$ cat src/hw/mode_dac_defines.vh
`ifndef MODE_DAC_DEFINES_VH
`define MODE_DAC_DEFINES_VH
// APB byte offsets
`define OFF_CONFIG 12'h000
`define OFF_RAW 12'h004
`define OFF_GAIN 12'h008
`define OFF_OFFSET 12'h00C
`define OFF_STATUS 12'h010
`define OFF_LEVEL 12'h014
`define OFF_LOWER 12'h018
`define OFF_UPPER 12'h01C
// Channel configuration fields
`define CFG_SEL_HI 20
`define CFG_SEL_LO 19
`define CFG_RANGE_HI 17
`define CFG_RANGE_LO 15
`define CFG_RESET 32'h0001E000
// Force modes (drive_sel_hi, drive_sel_lo)
`define MODE_AMPS 2'h0
`define MODE_VOLTS 2'h1
`define MODE_HIZ_AMPS 2'h2
`define MODE_HIZ_VOLTS 2'h3
// DAC functions
`define FN_LEVEL 2'h0
`define FN_LOWER 2'h1
`define FN_UPPER 2'h2
// Raw write word fields: function, volts flag, range, data
`define RAW_FN_HI 21
`define RAW_FN_LO 20
`define RAW_VOLTS 19
`define RAW_RANGE_HI 18
`define RAW_RANGE_LO 16
// Reset values
`define GAIN_RESET 16'hFFFF
`define OFFSET_RESET 16'h8000
`define LEVEL_RESET 16'h8000
`define LOWER_RESET 16'h0000
`define UPPER_RESET 16'hFFFF
`define OFFSET_MID 17'h08000
`endif

$ cat src/hw/trim_store.v
`timescale 1ns/1ns
`default_nettype none
// Trimmed word store, one word per address, registered read data
module trim_store #(
  parameter AW = 6,
  parameter DW = 16
) (
  input wire clock, // System clock
  input wire wr_en, // Write strobe
  input wire [AW-1:0] wr_addr, // Write index
  input wire [DW-1:0] wr_data, // Write word
  input wire [AW-1:0] rd_addr, // Read index
  output reg [DW-1:0] rd_data // Registered read word
);
  reg [DW-1:0] mem [0:(1<<AW)-1];

  // Write-first is not needed; commit waits a cycle after writes
  always @(posedge clock) begin
    if (wr_en) begin
      mem[wr_addr] <= wr_data;
    end
    rd_data <= mem[rd_addr];
  end
endmodule
`default_nettype wire

$ cat src/hw/mode_dac_update.v
// Local design decisions: the register offsets and the APB slave port.
`timescale 1ns/1ns
`default_nettype none
`include "mode_dac_defines.vh"
//
// Contract
// - Separate raw word per range in current mode; one voltage word for all ranges
// - Every raw write computes stored trimmed word
// - Mode select applies switches; drive modes load DACs
// - Config bits 20,19 pick high-Z, open switch
// - High-Z mode commits clamp writes and level writes of its own drive mode
// - High-Z volts level write caches and loads
// - Current clamps trimmed and loaded in volts
// - Other-mode raw write only updates store
module mode_dac_update #(
  parameter RANGES = 8
) (
  input wire clock, // 20 MHz clock
  input wire rst_n, // Synchronous reset, active low
  input wire psel, // APB select
  input wire penable, // APB enable
  input wire pwrite, // APB direction
  input wire [11:0] paddr, // APB byte address
  input wire [31:0] pwdata, // APB write data
  output reg [31:0] prdata, // APB read data
  output reg pready, // APB ready
  output reg pslverr, // APB error
  output reg output_switch, // Force amplifier switch closed
  output reg drive_volts_state, // Voltage drive selected
  output reg drive_amps_state, // Current drive selected
  output reg [15:0] level_drive_dac, // Level DAC register
  output reg [15:0] lower_clamp_dac, // Lower clamp DAC register
  output reg [15:0] upper_clamp_dac // Upper clamp DAC register
);
  localparam ST_IDLE = 3'h0;
  localparam ST_TRIM = 3'h1;
  localparam ST_LOAD0 = 3'h2;
  localparam ST_LOAD1 = 3'h3;
  localparam ST_LOAD2 = 3'h4;
  localparam ST_LOAD3 = 3'h5;
  localparam ST_LOAD4 = 3'h6;

  reg [31:0] config_reg;
  reg [15:0] gain_reg;
  reg [15:0] offset_reg;
  reg [21:0] raw_level_word;
  reg [2:0] state_reg;
  reg [15:0] trimmed_level_word;
  reg [5:0] wr_addr_reg;
  reg store_wr_reg;
  reg [5:0] rd_addr_reg;
  wire [15:0] rd_data;
  wire [1:0] mode_sel;
  wire [2:0] range_sel;
  wire [1:0] raw_fn;
  wire raw_volts;
  wire [2:0] raw_range;
  wire raw_live;
  wire access;
  wire busy;
  wire [32:0] product;
  wire [17:0] trim_sum;
  reg [31:0] rd_mux;
  reg addr_ok;

  assign mode_sel = config_reg[`CFG_SEL_HI:`CFG_SEL_LO];
  assign range_sel = config_reg[`CFG_RANGE_HI:`CFG_RANGE_LO];
  assign raw_fn = raw_level_word[`RAW_FN_HI:`RAW_FN_LO];
  assign raw_volts = raw_level_word[`RAW_VOLTS];
  assign raw_range = raw_level_word[`RAW_RANGE_HI:`RAW_RANGE_LO];
  assign access = psel & penable;
  assign busy = (state_reg != ST_IDLE);

  // Gain then offset: x*(m+1)/2^16 + c - 2^15, saturated to 16 bits
  assign product = {1'b0, raw_level_word[15:0]} *
                   ({1'b0, gain_reg} + 17'h00001);
  assign trim_sum = {2'h0, product[31:16]} + {2'h0, offset_reg};

  // Raw word is live if it matches the selected mode, and the range unless a voltage level
  // Clamps are current words, live only in voltage drive
  assign raw_live = (raw_fn == `FN_LEVEL) ?
    ((raw_volts == mode_sel[0]) &&
     (raw_volts || (raw_range == range_sel))) :
    (mode_sel[0] && !raw_volts && (raw_range == range_sel));

  // Store index: function, volts flag, range (range zero for volts words)
  function [5:0] store_index;
    input [1:0] fn;
    input volts;
    input [2:0] rng;
    begin
      store_index = {fn, (fn == `FN_LEVEL) ? volts : 1'b0, rng};
      if (volts) begin
        store_index = {fn, 1'b1, 3'h0};
      end
    end
  endfunction

  // Decode of readable addresses
  always @* begin
    addr_ok = 1'b1;
    rd_mux = 32'h00000000;
    case (paddr)
      `OFF_CONFIG: rd_mux = config_reg;
      `OFF_RAW: rd_mux = {10'h000, raw_level_word};
      `OFF_GAIN: rd_mux = {16'h0000, gain_reg};
      `OFF_OFFSET: rd_mux = {16'h0000, offset_reg};
      `OFF_STATUS: rd_mux = {29'h00000000, busy, drive_volts_state,
                             output_switch};
      `OFF_LEVEL: rd_mux = {16'h0000, level_drive_dac};
      `OFF_LOWER: rd_mux = {16'h0000, lower_clamp_dac};
      `OFF_UPPER: rd_mux = {16'h0000, upper_clamp_dac};
      default: addr_ok = 1'b0;
    endcase
  end

  // APB slave: one wait cycle, stalls while the engine is busy
  always @(posedge clock) begin
    if (!rst_n) begin
      pready <= 1'b0;
      prdata <= 32'h00000000;
      pslverr <= 1'b0;
      config_reg <= `CFG_RESET;
      gain_reg <= `GAIN_RESET;
      offset_reg <= `OFFSET_RESET;
      raw_level_word <= 22'h000000;
    end else begin
      pready <= 1'b0;
      pslverr <= 1'b0;
      if (access && !pready && !busy) begin
        pready <= 1'b1;
        pslverr <= ~addr_ok;
        prdata <= pwrite ? 32'h00000000 : rd_mux;
        if (pwrite && addr_ok) begin
          case (paddr)
            `OFF_CONFIG: config_reg <= pwdata;
            `OFF_RAW: raw_level_word <= pwdata[21:0];
            `OFF_GAIN: gain_reg <= pwdata[15:0];
            `OFF_OFFSET: offset_reg <= pwdata[15:0];
            default: ;
          endcase
        end
      end
    end
  end

  // Calibration and commit engine
  always @(posedge clock) begin
    if (!rst_n) begin
      state_reg <= ST_IDLE;
      store_wr_reg <= 1'b0;
      wr_addr_reg <= 6'h00;
      rd_addr_reg <= 6'h00;
      trimmed_level_word <= 16'h0000;
      output_switch <= 1'b0;
      drive_volts_state <= 1'b0;
      drive_amps_state <= 1'b0;
      level_drive_dac <= `LEVEL_RESET;
      lower_clamp_dac <= `LOWER_RESET;
      upper_clamp_dac <= `UPPER_RESET;
    end else begin
      store_wr_reg <= 1'b0;
      case (state_reg)
        ST_IDLE: begin
          if (access && pready && pwrite && paddr == `OFF_RAW) begin
            state_reg <= ST_TRIM;
          end else if (access && pready && pwrite &&
                       paddr == `OFF_CONFIG) begin
            // Switches follow the new mode at once
            output_switch <= ~mode_sel[1];
            drive_volts_state <= (mode_sel == `MODE_VOLTS);
            drive_amps_state <= (mode_sel == `MODE_AMPS);
            rd_addr_reg <= store_index(`FN_LEVEL, mode_sel[0],
                                       range_sel);
            // High-Z keeps the preloaded outputs, avoiding a glitch
            state_reg <= mode_sel[1] ? ST_IDLE : ST_LOAD0;
          end
        end
        ST_TRIM: begin
          // Saturate below zero and above full scale
          if (trim_sum < {1'b0, `OFFSET_MID}) begin
            trimmed_level_word <= 16'h0000;
          end else if (trim_sum > 18'h17FFF) begin
            // Above full scale once the midscale bias is removed
            trimmed_level_word <= 16'hFFFF;
          end else begin
            trimmed_level_word <= trim_sum[15:0] - 16'h8000;
          end
          store_wr_reg <= 1'b1;
          wr_addr_reg <= store_index(raw_fn, raw_volts, raw_range);
          state_reg <= ST_LOAD3;
        end
        ST_LOAD3: begin
          // Live words, or high-Z clamp writes and matching level writes, reach the DAC now
          if (raw_live || mode_sel[1]) begin
            if ((raw_fn == `FN_LEVEL) &&
                (!mode_sel[1] || raw_volts == mode_sel[0])) begin
              level_drive_dac <= trimmed_level_word;
            end else if (raw_fn == `FN_LOWER) begin
              lower_clamp_dac <= trimmed_level_word;
            end else if (raw_fn == `FN_UPPER) begin
              upper_clamp_dac <= trimmed_level_word;
            end
          end
          state_reg <= ST_IDLE;
        end
        ST_LOAD0: begin
          rd_addr_reg <= store_index(`FN_LOWER, 1'b0, range_sel);
          state_reg <= ST_LOAD1;
        end
        ST_LOAD1: begin
          level_drive_dac <= rd_data;
          rd_addr_reg <= store_index(`FN_UPPER, 1'b0, range_sel);
          state_reg <= ST_LOAD2;
        end
        ST_LOAD2: begin
          // Clamps only matter in voltage drive
          if (mode_sel[0]) begin
            lower_clamp_dac <= rd_data;
          end
          state_reg <= ST_LOAD4;
        end
        ST_LOAD4: begin
          if (mode_sel[0]) begin
            upper_clamp_dac <= rd_data;
          end
          state_reg <= ST_IDLE;
        end
        default: state_reg <= ST_IDLE;
      endcase
    end
  end

  trim_store #(
    .AW(6),
    .DW(16)
  ) trim_store_inst (
    .clock(clock),
    .wr_en(store_wr_reg),
    .wr_addr(wr_addr_reg),
    .wr_data(trimmed_level_word),
    .rd_addr(rd_addr_reg),
    .rd_data(rd_data)
  );
endmodule
`default_nettype wire

$ cat config.mk
export PLATFORM = sky130hd
export DESIGN_NAME = mode_dac_update
export DESIGN_NICKNAME = d
export VERILOG_FILES = /design/src/hw/trim_store.v /design/src/hw/mode_dac_update.v
export VERILOG_INCLUDE_DIRS = /design/src /design/src/hw
export SDC_FILE = /design/constraint.sdc
export NUM_CORES = 2
export LEC_CHECK = 0
export BUFFER_PORTS_ARGS = -buffer_cell sky130_fd_sc_hd__buf_2
export CAP_MARGIN = 10
export CORE_MARGIN = 4
export CORE_UTILIZATION = 50
export DETAILED_ROUTE_END_ITERATION = 8
export PLACE_DENSITY = 0.76
export SLEW_MARGIN = 20
export SYNTH_ARGS = -nofsm -noshare
export SYNTH_HDL_FRONTEND = slang
export SYNTH_HIERARCHICAL = 1
export SYNTH_SLANG_ARGS = --single-unit
$ cat constraint.sdc
create_clock -name clock -period 14.9 [get_ports clock]
set_clock_uncertainty 0.15 [all_clocks]
set_input_delay 1.49 -clock clock [delete_from_list [all_inputs] [get_ports clock]]
set_output_delay 1.49 -clock clock [all_outputs]
set_load 0.01 [all_outputs]
==> metrics <==
placed cell area 60300 µm²; synth top area cells edfxtp_1 53%, mux4_2 8.5%, dfxtp_1 7.6%, fa_1 7.1%, nand2_1 2.7%; cts repair resizes 0; placer congestion estimate 0.965; Worst setup SP type flip-flop; Ports 134; P_leak 0.0230 µW; CTS H-tree depth 3; Setup Buffers After CTS 0; vias per cell 6.20; synth warn 6; largest net degree at the start of global routing 137; slowest CP cell xnor2_2; Root Buffer clkbuf_16; CP startpoint gain_reg[3]; Tmin final 9.86 ns; post-synth design cell area 58000 µm²; #FFs+latches synth 1243; buffer and inverter count on the worst path 4; setup violators final 0; Hold Path Cell Cnt 2; max_cap viols 0; max incr delay on CP 0.78 ns; Sink Count 1243; Post-synth EDFFs 1024; commonest non-fill, non-tap cell in the layout edfxtp_1; number of antenna-violating nets in the routed design 0; Slew @ Worst Pin 1.23 ns; worst endpoint data arrival time 10.25 ns; Hold Vio Cnt, Final 0; estimated wirelength of the detail-placed design 92.6 mm; CP top delay family adder cells; design area 64100 µm²; Die X 348 µm; Reg2Reg Depth 31; most frequent cell on the critical path fa_1; Hold Buf Count CTS 0; DR vias 35.3k; Post-Syn Nets 4310; post-synth cell types 82; Setup crit end kind flip-flop; initial DRC count 4601; initial antenna violation count 5; commonest cells after routing, fill and taps aside 1024 x edfxtp_1, 415 x nand2_1, 242 x inv_1, 220 x mux4_2, 207 x fa_1; largest fanout on the critical path 16; Slew Limit Fails 0; CTS tree yes; row count 124; FFs w/ async S/R, synth 0%; routed wl met2 67.8 mm; Num CTS Buffers 118; outcome complete, no violations; post-synth top area cell edfxtp_1; Final Power 7050 µW; Post-Syn Instances 3935; Metal-1 WL 56.6 mm; power per cell area 110 nW/µm²; unrepaired setup endpoints after global routing false; Initial Utilization 50.6%; Total GRT Usage 24.2%; reg2reg end trimmed_level_word[6]; Largest register FFs 1024; period utilization 66.2%; WL/cell 26.0 µm; port bufs 133; R2R Setup Slk 5.04 ns; Setup Crit Path Kind flip-flop to flip-flop; Highest Clock Rate 0.101 GHz; TNS Setup 0 ns; top cell type's share of synthesized area 53.1%; Avg Synthesized Cell Area 14.7 µm²; share of post-route cells with drive strength above 1 18.2%; Hold Path Origin raw_level_word[5]; CP required 15.29 ns; clock latency on the worst-skew pair 0.75 ns; Rel. slew slack 18.1%; uppermost layer routed met5; synth-to-layout area growth 10.6%; final non-filler cell total 5687; Worst VDD drop 0.000121 V; Critical R2R Launch gain_reg[3]; die area 121000 µm²; core area 115000 µm²; dominant synthesized flop cell edfxtp_1; sequential area share after synthesis 60.6%; DR pass1 iterations 7; DRT Wirelength 148 mm; vias in the first global route 34.6k; Cells after DPL 5466; Nets 4449; GRT overflow 0; first-pass GRT wire length 222 mm; DRC 0; Die H 348 µm; met3 routed WL 16.7 mm; Reg clk slew, reported paths 0.06 ns; worst min path class flip-flop to flip-flop; hold worst-path end raw_level_word[5]; clock buffer depth 3
## synth_stat cells (33+ instances only)
cell	number
inv_1	243
mux2i_1	119
nor2b_1	44
mux4_2	220
a22oi_1	77
a21oi_1	151
fa_1	207
dfxtp_1	219
ha_1	119
nand2_1	415
nor2_1	174
edfxtp_1	1024
buf_2	57
nand3_1	122
clkbuf_1	124
and2_1	115
o21ai_0	33
## worst max-delay path by stage
stage	depth (start not counted)	slack [ns]	endpoint
3_3_place_gp	31	5.11	trimmed_level_word[1]
6_report	31	5.04	trimmed_level_word[6]
4_1_cts	31	5.06	trimmed_level_word[6]
2_1_floorplan	34	6.10	trimmed_level_word[13]
3_5_place_dp	31	5.12	trimmed_level_word[8]
5_1_grt	33	4.47	trimmed_level_word[1]
## worst register-to-register path, delay by kind of cell (launching register included)
kind,cells,cell delay (ns)
adder cells (fa/ha/maj),9,4.00
AND/OR/NAND/NOR,9,1.66
flip-flops,1,0.45
AO/OA/AOI/OAI,6,1.59
XOR/XNOR,3,1.56
buffers and inverters,4,0.29
## area by class of cell
class | count | area [µm²]
Fill cell | 8779 | 50600
Sequential cell | 1243 | 35200
Multi-Input combinational cell | 2208 | 20700
Clock buffer | 157 | 3180
Tap cell | 1512 | 1890
Timing Repair Buffer | 260 | 1660
Inverter | 243 | 915
Clock inverter | 60 | 568
Antenna cell | 4 | 10.0
## per-stage QoR
| step | util (%) | setup slack, ns | hold slack (ns) |
|---|---|---|---|
| 2_1_floorplan | - | 6.10 | 0.281 |
| 3_3_place_gp | 52.6 | 5.11 | 0.292 |
| 3_5_place_dp | 52.6 | 5.12 | 0.296 |
| 4_1_cts | 55.9 | 5.06 | 0.304 |
| 5_1_grt | 55.9 | 4.47 | 0.329 |
| 6_report | 55.9 | 5.04 | 0.306 |
## metal layers
metal | global-route usage (%) | vias to the layer above
met5 | 0 | -
met4 | 9.87 | 2
met3 | 4.87 | 340
met2 | 37.3 | 2165
met1 | 34.2 | 17906
li1 | - | 14853
## report_power, final
part	internal, µW	total (µW)	switching [µW]
Combinational	115	348	234
Sequential	3790	3820	24.0
Clock	1590	2890	1300
## kinds of logic (layout without fill, tap and decap cells)
| group | after synthesis | in the layout | share of synthesized area [%] |
|---|---|---|---|
| flip-flops | 1243 | 1243 | 60.6 |
| AND/OR/NAND/NOR | 973 | 973 | 7.84 |
| buffers and inverters | 484 | 720 | 3.84 |
| AO/OA/AOI/OAI | 473 | 473 | 5.64 |
| multiplexers | 370 | 370 | 11.3 |
| adder cells (fa/ha/maj) | 341 | 341 | 9.98 |
| XOR/XNOR | 51 | 51 | 0.784 |
| other | 0 | 4 | 0 |
No activity file was read; power rests on OpenSTA's default activity.
